--- src/core/wdt_regs.svh ---
// Register offsets, field positions, reset values and timing counts of the watchdog.
// Assumes inclusion by bare name from the core/ folder; definitions only.
`ifndef WDT_REGS_SVH
`define WDT_REGS_SVH

// ----------------------------------------
// Register offsets (byte addresses)
// ----------------------------------------
`define WDT_RSTCTL_ADDR 8'h00
`define WDT_CFG_ADDR 8'h04
`define WDT_COUNT_ADDR 8'h08

// ----------------------------------------
// Reset control register fields
// ----------------------------------------
`define WDT_IDLE_BIT 2
`define WDT_SLEEP_BIT 3
`define WDT_TIMEOUT_BIT 4
`define WDT_SOFTEN_BIT 5
`define WDT_RSTCTL_RESET 16'h0000

// ----------------------------------------
// Watchdog config word fields
// ----------------------------------------
`define WDT_POST_LSB 0
`define WDT_POST_MSB 3
`define WDT_PRESEL_BIT 4
`define WDT_WINOFF_BIT 6
`define WDT_ALWAYS_ON_BIT 7
`define WDT_CFG_RESET 8'hdf

// ----------------------------------------
// Timing
// ----------------------------------------
`define WDT_SYS_PERIOD_NS 10
`define WDT_RC_PERIOD_NS 31250
`define WDT_RC_CYCLES (`WDT_RC_PERIOD_NS / `WDT_SYS_PERIOD_NS)
`define WDT_BASE_SHORT_US 1000
`define WDT_BASE_LONG_US 4000
`define WDT_PRE_SHORT_MAX 7'h1f
`define WDT_PRE_LONG_MAX 7'h7f

`endif

--- src/core/wdt_pkg.sv ---
// Types used by the watchdog top module.
// Assumes nothing beyond a SystemVerilog compiler.
package wdt_pkg;

  // Power state of the core as seen by the watchdog
  typedef enum logic [1:0] {PM_RUN, PM_SLEEP, PM_IDLE} powerMode_t;

  // Whole state of the watchdog top module
  typedef struct packed {
    logic softEnable;
    logic timeoutFlag;
    logic sleepFlag;
    logic idleFlag;
    logic [7:0] cfg;
    logic [15:0] postCnt;
    powerMode_t mode;
    logic resetPulse;
    logic wakePulse;
    logic rcClockOn;
    logic [15:0] rdData;
  } wdtState_t;

endpackage

--- src/core/wdt_prescaler.sv ---
// Low-power RC tick generator and 5/7-bit prescaler of the watchdog.
// Assumes clk_sys at 100 MHz; run, clear and longMode come from logic on clk_sys.
`timescale 1ns/1ns
`include "wdt_regs.svh"

module wdt_prescaler #(
  parameter int RC_CYCLES = `WDT_RC_CYCLES
) (
  // Clock and reset
  input wire logic clk_sys,
  input wire logic sys_rst,
  // Control
  input wire logic run,
  input wire logic clear,
  input wire logic longMode,
  // Prescaler result
  output logic preDone,
  output logic [6:0] preCount
);

  localparam int DW = $clog2(RC_CYCLES);

  typedef struct packed {
    logic [DW-1:0] rcDiv;
    logic [6:0] preCnt;
    logic done;
  } preState_t;

  preState_t s_r;
  preState_t s_nxt;
  logic [6:0] preMax;

  // ----------------------------------------
  // Parameter check
  // ----------------------------------------
  if (RC_CYCLES < 2) begin : g_bad_div
    $error("wdt_prescaler: RC_CYCLES must be at least 2");
  end

  // ----------------------------------------
  // Next state
  // ----------------------------------------
  // Divide the system clock down to the RC rate, then by 32 or 128
  always_comb begin
    s_nxt = s_r;
    s_nxt.done = 1'b0;
    preMax = longMode ? `WDT_PRE_LONG_MAX : `WDT_PRE_SHORT_MAX; // see R2
    if (clear) begin
      s_nxt.rcDiv = '0;
      s_nxt.preCnt = 7'h00;
    end else if (run) begin
      if (s_r.rcDiv == DW'(RC_CYCLES - 1)) begin
        s_nxt.rcDiv = '0;
        if (s_r.preCnt >= preMax) begin
          s_nxt.preCnt = 7'h00;
          s_nxt.done = 1'b1;
        end else begin
          s_nxt.preCnt = s_r.preCnt + 7'h01;
        end
      end else begin
        s_nxt.rcDiv = s_r.rcDiv + DW'(1);
      end
    end
  end

  // State register
  always_ff @(posedge clk_sys or posedge sys_rst) begin
    if (sys_rst) begin
      s_r <= '0;
    end else begin
      s_r <= s_nxt;
    end
  end

  assign preDone = s_r.done;
  assign preCount = s_r.preCnt;

endmodule

--- src/core/window_watchdog_timer.sv ---
// Window watchdog timer: reset control flags, config word, postscaler and window check.
// Assumes the CPU core on clk_sys gives one-cycle instruction pulses and takes
// watchdogReset as a request to reset the device.
//
// What this block does
// Watchdog counts the RC clock; enabling the watchdog switches that clock on.
// Prescaler divides the 32 kHz clock by 32 or by 128.
// Prescaler output gives nominal 1 ms or 4 ms base period.
// Four-bit postscale field in config bits 3:0 selects sixteen ratios.
// Any device reset clears counter, prescaler and postscaler.
// A completed clock switch clears counter, prescaler and postscaler.
// Entering sleep or idle clears counter, prescaler and postscaler.
// Leaving sleep or idle clears counter, prescaler and postscaler.
// Clear instruction in normal execution clears all watchdog counts.
// Watchdog runs in sleep and idle; its timeout wakes the device.
// Software clears sleep and idle flags after wake; hardware leaves them set.
// Timeout sets the sticky timeout flag; only software clears it.
// Always-on config bit set runs the watchdog regardless of soft enable.
// With always-on clear, watchdog runs only while soft enable is set.
// Any device reset clears the soft enable bit.
// In window mode software clears only in the last quarter.
// In window mode an early clear instruction resets the device.
// Prescale select 1 means divide by 128, 0 divide by 32.
// Window disable 1 is non-window mode, 0 is window mode.
// Postscale 1111 is 1:32768, 1110 is 1:16384, each lower halves.
// Postscale ratio equals two to the power of the field value.
// Timeout in normal execution resets the device and sets the flag.
// Window check compares running count with three quarters of the period.
//
// Added by the designer: the address map and the plain strobed port.
`timescale 1ns/1ns
`include "wdt_regs.svh"

module window_watchdog_timer #(
  parameter logic [7:0] CFG_RESET = `WDT_CFG_RESET,
  parameter int RC_CYCLES = `WDT_RC_CYCLES
) (
  // Clock and reset
  input wire logic clk_sys,
  input wire logic sys_rst,
  // Register port
  input wire logic [7:0] regAddr,
  input wire logic [15:0] regWrData,
  input wire logic regWr,
  input wire logic regRd,
  output logic [15:0] regRdData,
  // Instruction events from the core
  input wire logic clearInstr,
  input wire logic powerSaveInstr,
  input wire logic powerSaveIdle,
  input wire logic clockSwitchDone,
  input wire logic wakeEvent,
  // Results to the core
  output logic watchdogReset,
  output logic wakeUp,
  output logic rcClockEnable,
  output logic powerSaved
);

  wdt_pkg::wdtState_t s_r;
  wdt_pkg::wdtState_t s_nxt;

  logic preDone;
  logic [6:0] preCount;
  logic enabled;
  logic inRun;
  logic [15:0] postMax;
  logic timeoutHit;
  logic early;
  logic clrOk;
  logic earlyClear;
  logic psEnter;
  logic wakeNow;
  logic resetNow;
  logic clearCounts;

  // ----------------------------------------
  // Parameter check
  // ----------------------------------------
  if (RC_CYCLES < 2) begin : g_bad_cycles
    $error("window_watchdog_timer: RC_CYCLES must be at least 2");
  end

  // ----------------------------------------
  // Count arithmetic
  // ----------------------------------------
  // Terminal postscaler count: ratio is two to the power of the field
  function automatic logic [15:0] postLimit(input logic [3:0] post);
    logic [16:0] ratio;
    ratio = 17'h00001 << post; // see R4, see R20
    return 16'(ratio - 17'h00001);
  endfunction

  // Elapsed RC ticks since the last clear
  function automatic logic [24:0] elapsed(input logic [15:0] post, input logic [6:0] pre,
                                          input logic longSel);
    logic [24:0] val;
    if (longSel) begin
      val = {2'b00, post, pre};
    end else begin
      val = {4'h0, post, pre[4:0]};
    end
    return val;
  endfunction

  // Whole period in RC ticks for the chosen prescale and postscale
  function automatic logic [24:0] period(input logic [3:0] post, input logic longSel);
    logic [24:0] ratio;
    ratio = 25'h0000001 << post;
    return longSel ? (ratio << 7) : (ratio << 5);
  endfunction

  // ----------------------------------------
  // Prescaler
  // ----------------------------------------
  wdt_prescaler #(
    .RC_CYCLES(RC_CYCLES)
  ) u_prescaler (
    .clk_sys(clk_sys),
    .sys_rst(sys_rst),
    .run(enabled),
    .clear(clearCounts),
    .longMode(s_r.cfg[`WDT_PRESEL_BIT]),
    .preDone(preDone),
    .preCount(preCount)
  );

  // ----------------------------------------
  // Event decode
  // ----------------------------------------
  // Run condition, timeout, window check and counter clears
  always_comb begin
    enabled = s_r.cfg[`WDT_ALWAYS_ON_BIT] | s_r.softEnable; // see R13
    inRun = (s_r.mode == wdt_pkg::PM_RUN);
    postMax = postLimit(s_r.cfg[`WDT_POST_MSB:`WDT_POST_LSB]);
    timeoutHit = enabled & preDone & (s_r.postCnt >= postMax);
    // Early when four times the elapsed count is below three periods
    early = ({1'b0, elapsed(s_r.postCnt, preCount, s_r.cfg[`WDT_PRESEL_BIT]), 2'b00}
             < (28'({3'b000, period(s_r.cfg[`WDT_POST_MSB:`WDT_POST_LSB], s_r.cfg[`WDT_PRESEL_BIT])}) * 28'd3));
    clrOk = clearInstr & inRun;
    earlyClear = clrOk & enabled & ~s_r.cfg[`WDT_WINOFF_BIT] & early; // see R17, see R19
    psEnter = powerSaveInstr & inRun;
    wakeNow = ~inRun & (wakeEvent | timeoutHit);
    resetNow = inRun & (timeoutHit | earlyClear);
    // A disabled watchdog holds its counts at zero
    clearCounts = clockSwitchDone | psEnter | wakeNow | clrOk | resetNow | ~enabled; // see R6, see R7, see R8
  end

  // ----------------------------------------
  // Next state
  // ----------------------------------------
  // Register writes first, hardware events after so that a hardware event beats a same-cycle write
  always_comb begin
    s_nxt = s_r;
    s_nxt.resetPulse = 1'b0;
    s_nxt.wakePulse = 1'b0;
    s_nxt.rdData = 16'h0000;
    // Software access to the reset control register and config word
    if (regWr && regAddr == `WDT_RSTCTL_ADDR) begin
      s_nxt.softEnable = regWrData[`WDT_SOFTEN_BIT];
      s_nxt.timeoutFlag = regWrData[`WDT_TIMEOUT_BIT];
      s_nxt.sleepFlag = regWrData[`WDT_SLEEP_BIT];
      s_nxt.idleFlag = regWrData[`WDT_IDLE_BIT];
    end
    if (regWr && regAddr == `WDT_CFG_ADDR) begin
      s_nxt.cfg = regWrData[7:0];
    end
    // Postscaler counts prescaler outputs
    if (clearCounts) begin
      s_nxt.postCnt = 16'h0000;
    end else if (preDone) begin
      s_nxt.postCnt = s_r.postCnt + 16'h0001;
    end
    // Timeout flag is sticky
    if (timeoutHit || earlyClear) begin
      s_nxt.timeoutFlag = 1'b1;
    end
    // Power save entry and exit
    if (psEnter) begin
      s_nxt.mode = powerSaveIdle ? wdt_pkg::PM_IDLE : wdt_pkg::PM_SLEEP;
      if (powerSaveIdle) begin
        s_nxt.idleFlag = 1'b1;
      end else begin
        s_nxt.sleepFlag = 1'b1;
      end
    end
    if (wakeNow) begin
      s_nxt.mode = wdt_pkg::PM_RUN;
      s_nxt.wakePulse = 1'b1;
    end
    // A watchdog reset is a device reset: soft enable falls
    if (resetNow) begin
      s_nxt.resetPulse = 1'b1;
      s_nxt.softEnable = 1'b0;
    end
    s_nxt.rcClockOn = enabled;
    // Read data stands only in the cycle after the read strobe
    if (regRd) begin
      case (regAddr)
        `WDT_RSTCTL_ADDR: begin
          s_nxt.rdData[`WDT_SOFTEN_BIT] = s_r.softEnable;
          s_nxt.rdData[`WDT_TIMEOUT_BIT] = s_r.timeoutFlag;
          s_nxt.rdData[`WDT_SLEEP_BIT] = s_r.sleepFlag;
          s_nxt.rdData[`WDT_IDLE_BIT] = s_r.idleFlag;
        end
        `WDT_CFG_ADDR: begin
          s_nxt.rdData = {8'h00, s_r.cfg};
        end
        `WDT_COUNT_ADDR: begin
          s_nxt.rdData = s_r.postCnt;
        end
        default: begin
          s_nxt.rdData = 16'h0000;
        end
      endcase
    end
  end

  // ----------------------------------------
  // State register
  // ----------------------------------------
  // Constant reset values only
  always_ff @(posedge clk_sys or posedge sys_rst) begin
    if (sys_rst) begin
      s_r.softEnable <= 1'b0;
      s_r.timeoutFlag <= 1'b0;
      s_r.sleepFlag <= 1'b0;
      s_r.idleFlag <= 1'b0;
      s_r.cfg <= CFG_RESET;
      s_r.postCnt <= 16'h0000;
      s_r.mode <= wdt_pkg::PM_RUN;
      s_r.resetPulse <= 1'b0;
      s_r.wakePulse <= 1'b0;
      s_r.rcClockOn <= 1'b0;
      s_r.rdData <= 16'h0000;
    end else begin
      s_r <= s_nxt;
    end
  end

  // Outputs straight from the state register
  assign regRdData = s_r.rdData;
  assign watchdogReset = s_r.resetPulse;
  assign wakeUp = s_r.wakePulse;
  assign rcClockEnable = s_r.rcClockOn;
  assign powerSaved = (s_r.mode != wdt_pkg::PM_RUN);
endmodule

--- config.mk ---
export PLATFORM = sky130hd
export DESIGN_NAME = window_watchdog_timer
export DESIGN_NICKNAME = d
export VERILOG_FILES = /design/src/core/wdt_pkg.sv /design/src/core/wdt_prescaler.sv /design/src/core/window_watchdog_timer.sv
export VERILOG_INCLUDE_DIRS = /design/src /design/src/core
export SDC_FILE = /design/constraint.sdc
export NUM_CORES = 1
export LEC_CHECK = 0
export BUFFER_PORTS_ARGS = -buffer_cell sky130_fd_sc_hd__buf_2
export CORE_UTILIZATION = 50
export DETAILED_ROUTE_END_ITERATION = 12
export PLACE_DENSITY = 0.75
export SYNTH_ARGS = -nofsm -noshare
export SYNTH_HDL_FRONTEND = slang
export SYNTH_SLANG_ARGS = --single-unit
--- constraint.sdc ---
create_clock -name clk_sys -period 4.3 [get_ports clk_sys]
set_input_delay 0.86 -clock clk_sys [delete_from_list [all_inputs] [get_ports clk_sys]]
set_output_delay 0.86 -clock clk_sys [all_outputs]
set_load 0.05 [all_outputs]
==> flow_summary.toml, run 1 <==
[global_routing]
grt_busiest_layer = "met2"
grt_pass1_wl_um = 21700
grt-ovfl-total = 0
grt_pass1_vias = 4651
met1_usage_pct = 31.1
antenna_found_initial = 0
use_met3_pct = 4.58
grt_max_degree = 47
use_met2_pct = 42.4
grt_usage_pct = 24.9

[logic_synthesis]
ys_top_cells_by_area = "dfrtp_1, ha_1, nor2_1"
ys.flop_type = "dfrtp_1"
synth_top_cell_area_share_pct = 28.9
synth_area_um2 = 5360
ys_seq_area_share_pct = 32.4
ys_warn_count = 0
yosysMostFrequentCell = "nor2_1"
synth_edf_count = 0
syn-mean-instance-area_um2 = 8.76
synth.top_cells.by_count = "nor2_1, dfrtp_1, ha_1"
ys_ff_latch = 69
synth_async_sr_flop_share_pct = 100
synth_nets = 707
synth_cell_types = 58
synth_largest_area_cell = "dfrtp_1"
synthCells = 612

[floorplan]
die_area_um2 = 11100
rows = 37
chipWidth_um = 106
die_h_um = 106
io-pin-count = 53
start_util_pct = 51.7
coreArea_um2 = 10400

[routing]
vias = 4653
drt-pass1-iter-count = 4
drc = 0
drt-total-wl_um = 13100
routedWlPerCell_um = 15.8
drt_iter0_drc = 251
routed_via_density = 5.62
antenna_left = 0

[final_layout]
num_antenna_cells = 0
area_delta_synth_final_pct = 18.2
drive_gt1_share_pct = 25.4
n_fill_cell = 868
stdcell_count = 828
multiInputGateArea_um2 = 3470
finalNetCount = 782
ff_latch_area_um2 = 1740

[placed_design]
io_buffers = 44
dp.cells = 801
place_congestion = 0.902
hpwl_um = 10000

[clocking]
clk-insertion-delay-late_ns = 0.37
htree_levels = 3
cts.reportedPaths.clkPinSlew_ns = 0.08
hold_buffers = 0
clockBufferDepth = 2
cts_tree = "built"
cts-buffers-inserted = 9
cts_root_buf = "clkbuf_8"
cts.sinks = 69

[status]
outcome = "finished, violations left"
violations = "negative setup slack"

[power]
power_density_nw_per_um2 = 232
power_frac_comb_pct = 17.1
total_leakage_power_nw = 3.05
p_seq_share_pct = 46.2
p_sw_w = 0.000425
clkPwrFrac_pct = 36.7
internal-power_w = 0.00104
peakVddDrop_mv = 0.182
swShare_pct = 29.0

[setup_path]
cp-end-kind = "flip-flop"
crit_required_ns = 4.56
worstPathArrival_ns = 4.73
crit_fanout = 6
start_kind = "flip-flop"
worst-setup-path-type = "reg -> reg"

[sta]
layout_setup_ws_ns = -0.173
slew_headroom_pct = 36.8
final_max_slew_viol_count = 0
setup_viol = 3
min_period_ns = 4.47
holdWs_ns = 0.504
rsz0062_at_grt = "yes"
fmax_ghz = 0.224
finalHoldViolCount = 0
tightest_slew_ns = 0.947
fin_skew_ns = 0.0134
finalCritPeriodShare_pct = 104

[worst_hold_path]
hold_path.class = "reg -> reg"

[flow_run]
drv_cap = 0
## per-stage QoR
step,total power [W],util [%],TNS [ns],area (µm²),setup WS (ns)
3_3_place_gp,0.000911,57.3,-0.0413,5940,-0.0413
3_5_place_dp,0.000921,57.3,-0.219,5940,-0.132
2_1_floorplan,0.000837,-,0,5440,0.00334
4_1_cts,0.00146,59.6,-0.0562,6180,-0.0562
6_report,0.00147,61.1,-0.306,6340,-0.173
5_1_grt,0.00154,61.1,-0.818,6340,-0.338
## power groups by stage
stage               clock network [W]  registers [W]  logic, W
floorplan                           0       0.000693  0.000144
global placement                    0       0.000689  0.000222
detailed placement                  0       0.000689  0.000231
CTS                          0.000548       0.000678  0.000235
global route                 0.000579       0.000680  0.000280
finish                       0.000538       0.000678  0.000251
## critical path: stages (launching register included)
cell      delay (ns)
dfstp_2         0.62
xor2_2          0.22
nand2_2         0.12
nor3_4          0.22
buf_4           0.14
buf_6           0.09
inv_2           0.03
fa_2            0.41
nor2b_4         0.12
o21a_1          0.14
o211a_1         0.21
o21ai_2         0.09
o21a_1          0.20
buf_6           0.13
o311a_4         0.31
ha_4            0.22
a221oi_2        0.25
o21ai_1         0.11
a21oi_1         0.19
o21ai_1         0.11
a211o_1         0.30
and3_1          0.15
## path summary, 6_finish.rpt
path / start / endpoint / slack, ns / depth (start not counted)
worst max-delay path: s_r[38]$_DFFE_PP1P_ / s_r[48]$_DFFE_PP0P_ / -0.17 / 21
worst min-delay path: s_r[19]$_DFFE_PP0P_ / s_r[19]$_DFFE_PP0P_ / 0.50 / 2
worst max register to register: s_r[38]$_DFFE_PP1P_ / s_r[48]$_DFFE_PP0P_ / -0.17 / 21
worst min register to register: s_r[19]$_DFFE_PP0P_ / s_r[19]$_DFFE_PP0P_ / 0.50 / 2
max in group asynchronous: sys_rst / s_r[26]$_DFFE_PP0P_ / 2.72 / 3
min in group asynchronous: sys_rst / regRdData[3]$_DFF_PP0_ / 0.71 / 2
## flip-flops by register name, indices dropped and copies added (netlist names)
name                  flops
u_prescaler.preDone       1
watchdogReset             1
wakeUp                    1
regRdData                16
u_prescaler.s_r          12
u_prescaler.preCount      7
rcClockEnable             1
s_r                      30
## layout make-up
class | instances | area share (%)
repair buffers | 102 | 10.6
multi-input cells | 481 | 54.7
inverters | 24 | 1.42
flip-flops and latches | 69 | 27.4
clock inverters | 7 | 1.16
clock buffers | 9 | 1.95
well taps | 136 | 2.69
## layer usage
| layer | wire [µm] | vias up |
|---|---|---|
| li1 | - | 2285 |
| met1 | 6020 | 2235 |
| met2 | 6250 | 106 |
| met3 | 454 | 27 |
| met4 | 342 | 0 |
| met5 | 0 | - |
## cells by family (layout without fill, tap and decap cells)
kind of cell               count (synthesis)  count (layout)  synth area share (%)
buffers and inverters                     62             142                  5.53
adders and majority gates                 62              62                  14.6
other                                      1               1                0.0699
DFF                                       69              69                  32.4
xor gates and xnor gates                  42              42                  6.86
and+or+nand+nor                          239             239                  22.1
muxes                                     31              31                  6.32
AOI/OAI and AO/OA                        106             106                  12.2
## repair_timing
item / in CTS / in global routing
setup endpoints to repair: 14 / 34
setup buffers: 3 / 9
gates resized for setup: 6 / 21
pin swaps: 1 / 5
gates cloned: 0 / 0
## layout by cell type (no fill, tap or decap), types with 3 or more instances in the layout
| cell | count |
|---|---|
| xnor2_1 | 12 |
| buf_2 | 44 |
| nand4_1 | 14 |
| nor3_1 | 7 |
| nor3b_1 | 3 |
| nand2b_1 | 3 |
| nor2b_1 | 8 |
| and3_1 | 10 |
| dfstp_2 | 7 |
| a21o_1 | 9 |
| inv_2 | 3 |
| mux2_2 | 23 |
| buf_4 | 53 |
| a22oi_1 | 4 |
| ha_1 | 58 |
| a21oi_1 | 41 |
| nand3_1 | 18 |
| and2_1 | 13 |
| o31ai_1 | 3 |
| o21ai_1 | 4 |
| clkbuf_8 | 9 |
| xor2_1 | 29 |
| o21ai_0 | 20 |
| nand2_1 | 44 |
| buf_6 | 5 |
| o21a_1 | 3 |
| dfrtp_1 | 62 |
| mux2i_1 | 8 |
| or3_1 | 4 |
| nand3b_1 | 7 |
| o211ai_1 | 3 |
| or4_1 | 3 |
| nor2_1 | 83 |
| inv_1 | 21 |
(Power assumes the default switching activity.)
==> run 2, diff against run 1 <==
--- a/config.mk
+++ b/config.mk
@@ -7,9 +7,11 @@
 export NUM_CORES = 1
 export LEC_CHECK = 0
 export BUFFER_PORTS_ARGS = -buffer_cell sky130_fd_sc_hd__buf_2
+export CORE_MARGIN = 2
 export CORE_UTILIZATION = 50
 export DETAILED_ROUTE_END_ITERATION = 12
 export PLACE_DENSITY = 0.75
 export SYNTH_ARGS = -nofsm -noshare
 export SYNTH_HDL_FRONTEND = slang
 export SYNTH_SLANG_ARGS = --single-unit
+export TNS_END_PERCENT = 10
==> run 2 against run 1 <==
Effect of this change:
- the flow still finishes with violations (negative setup slack)
- sequential power about the same
- non-clock buffer count down 7
- cell count down 0.97%
- register-to-register slack better by 0.06 ns
- critical endpoint unchanged
- combinational power down 4%
- largest power group unchanged
- via count down 1.2%
- routed wire length down 0.12%
- first-iteration DRC count up 14%
- clock-buffer cell count unchanged
- clock skew down 0.0026 ns
==> flow_summary.toml, run 2 (synthesis results as in run 1) <==
[status]
outcome = "finished, violations left"
violations = "negative setup slack"

[setup_path]
crit_path_max_incr_delay_ns = 0.65
critPathBufInv = 4
cp_num_cells = 21
r2r_end = "s_r[48]$_DFFE_PP0P_"
worst-setup-path-type = "reg -> reg"
critPathSlowestCell = "dfstp_2"
r2r-start = "s_r[41]$_DFFE_PP1P_"
reg2reg_depth = 21
crit_required_ns = 4.54
critPathLaunch = "s_r[41]$_DFFE_PP1P_"
crit_fanout = 5
worstPathArrival_ns = 4.65
cp-endpoint = "s_r[48]$_DFFE_PP0P_"
path_delay_family = "compound AO/OA/AOI/OAI gates"
r2r_slack_ns = -0.11
cp_cell_sequence = "xor2_2, buf_4, nand2_4, nor3_4, buf_4, inv_1, fa_2, nor2b_1, o21a_1, o211a_1, o21ai_2, o21a_1, buf_4, o311a_4, ha_4, a221oi_2, o21ai_1, a21oi_1, o21ai_1, a211o_1, and3_1"
cp-end-kind = "flip-flop"
crit_top_cell = "buf_4"
start_kind = "flip-flop"

[routing]
drt_iter0_drc = 286
antenna_left = 0
drt-total-wl_um = 13000
routedWlPerCell_um = 15.9
drc = 0
drt-pass1-iter-count = 5
vias = 4599
routed_via_density = 5.61

[final_layout]
ff_latch_area_um2 = 1740
multiInputGateArea_um2 = 3460
layout_commonest_cell = "nor2_1"
final_cell_mix = "nor2_1, dfrtp_1, ha_1"
drive_gt1_share_pct = 24.6
largest-register = "s_r"
n_fill_cell = 887
num_antenna_cells = 0
finalNetCount = 775
area_delta_synth_final_pct = 16.5
largest_reg_flops = 30

[sta]
setup_viol = 2
slew_headroom_pct = 45.1
tightest_slew_ns = 0.822
rsz0062_at_grt = "yes"
fmax_ghz = 0.227
finalHoldViolCount = 0
final_max_slew_viol_count = 0
finalCritPeriodShare_pct = 103
fin_skew_ns = 0.0108
layout_setup_ws_ns = -0.110
min_period_ns = 4.41
setup-tns-final_ns = -0.113
holdWs_ns = 0.494

[power]
total_leakage_power_nw = 2.99
peakVddDrop_mv = 0.165
power_density_nw_per_um2 = 230
p_total_w = 0.00144

[clocking]
cts.reportedPaths.clkPinSlew_ns = 0.08
hold_buffers = 0
cts-buffers-inserted = 9
cts_root_buf = "clkbuf_8"
cts_tree = "built"
clockBufferDepth = 2
htree_levels = 3
cts.sinks = 69
clk-insertion-delay-late_ns = 0.35

[global_routing]
grt_pass1_wl_um = 21300
grt_usage_pct = 23.4
grt_pass1_vias = 4435
antenna_found_initial = 0
grt_max_degree = 42
grt-ovfl-total = 0

[floorplan]
start_util_pct = 51.7
coreArea_um2 = 10400
rows = 37
chipWidth_um = 108
die_area_um2 = 11600
die_h_um = 108
io-pin-count = 53

[flow_run]
drv_cap = 0

[placed_design]
hpwl_um = 9970
io_buffers = 44
place_congestion = 0.959
place_ws_ns = -0.103

[worst_hold_path]
hold_path.class = "reg -> reg"
[run 2: cell count changes in the layout (fill, tap and decap cells not counted), sizes merged]
| cell | change |
|---|---|
| buf | -7 |
| clkinv | -2 |
| clkinvlp | +1 |
[run 2: layout make-up]
type	instances	area share [%]
Multi-Input combinational cell	481	55.4
Inverter	24	1.44
Timing Repair Buffer	95	9.71
Sequential cell	69	27.8
Tap cell	136	2.72
Clock inverter	6	1.02
Clock buffer	9	1.98
[run 2: metal layers]
metal	track usage (%)	vias to the layer above	wire length (µm)
met1	30.9	2177	5800
met4	5.59	0	175
met3	4.30	17	685
met2	39.8	134	6390
li1	-	2271	-
met5	0	-	0
[run 2: worst min path at each step]
stage,slack (ns),from,cells past startpoint,endpoint
5_1_grt,0.51,s_r[20]$_DFFE_PP0P_,1,s_r[20]$_DFFE_PP0P_
3_5_place_dp,0.47,s_r[19]$_DFFE_PP0P_,2,s_r[19]$_DFFE_PP0P_
4_1_cts,0.49,s_r[19]$_DFFE_PP0P_,2,s_r[19]$_DFFE_PP0P_
2_1_floorplan,0.45,s_r[19]$_DFFE_PP0P_,2,s_r[19]$_DFFE_PP0P_
3_3_place_gp,0.46,s_r[19]$_DFFE_PP0P_,2,s_r[19]$_DFFE_PP0P_
6_report,0.49,s_r[19]$_DFFE_PP0P_,2,s_r[19]$_DFFE_PP0P_
[run 2: timing repair]
action                                  4_1_cts  5_1_grt
endpoints found under the setup margin        3       15
resized for setup                             8       14
setup buffers                                 1        5
pin swaps                                     5       16
[run 2: per-stage QoR]
step / util, % / instances / cell area (µm²)
6_report: 60.3 / 820 / 6250
3_3_place_gp: 57.2 / 799 / 5930
2_1_floorplan: - / 612 / 5440
4_1_cts: 59.3 / 815 / 6150
3_5_place_dp: 57.2 / 799 / 5930
5_1_grt: 60.3 / 820 / 6250
[run 2: tightest hold or removal path, delay by kind of cell (launching register included)]
kind | cells | cell delay (ns)
AND/OR/NAND/NOR | 2 | 0.10
flip-flops | 1 | 0.36
[run 2: power breakdown]
part / internal [W] / total (W) / leakage [nW] / switching, W
registers: 0.000666 / 0.000677 / 0.923 / 0.0000114
clock network: 0.000264 / 0.000520 / 0.0915 / 0.000255
logic: 0.000101 / 0.000241 / 1.98 / 0.000140
total: 0.00103 / 0.00144 / 2.99 / 0.000406
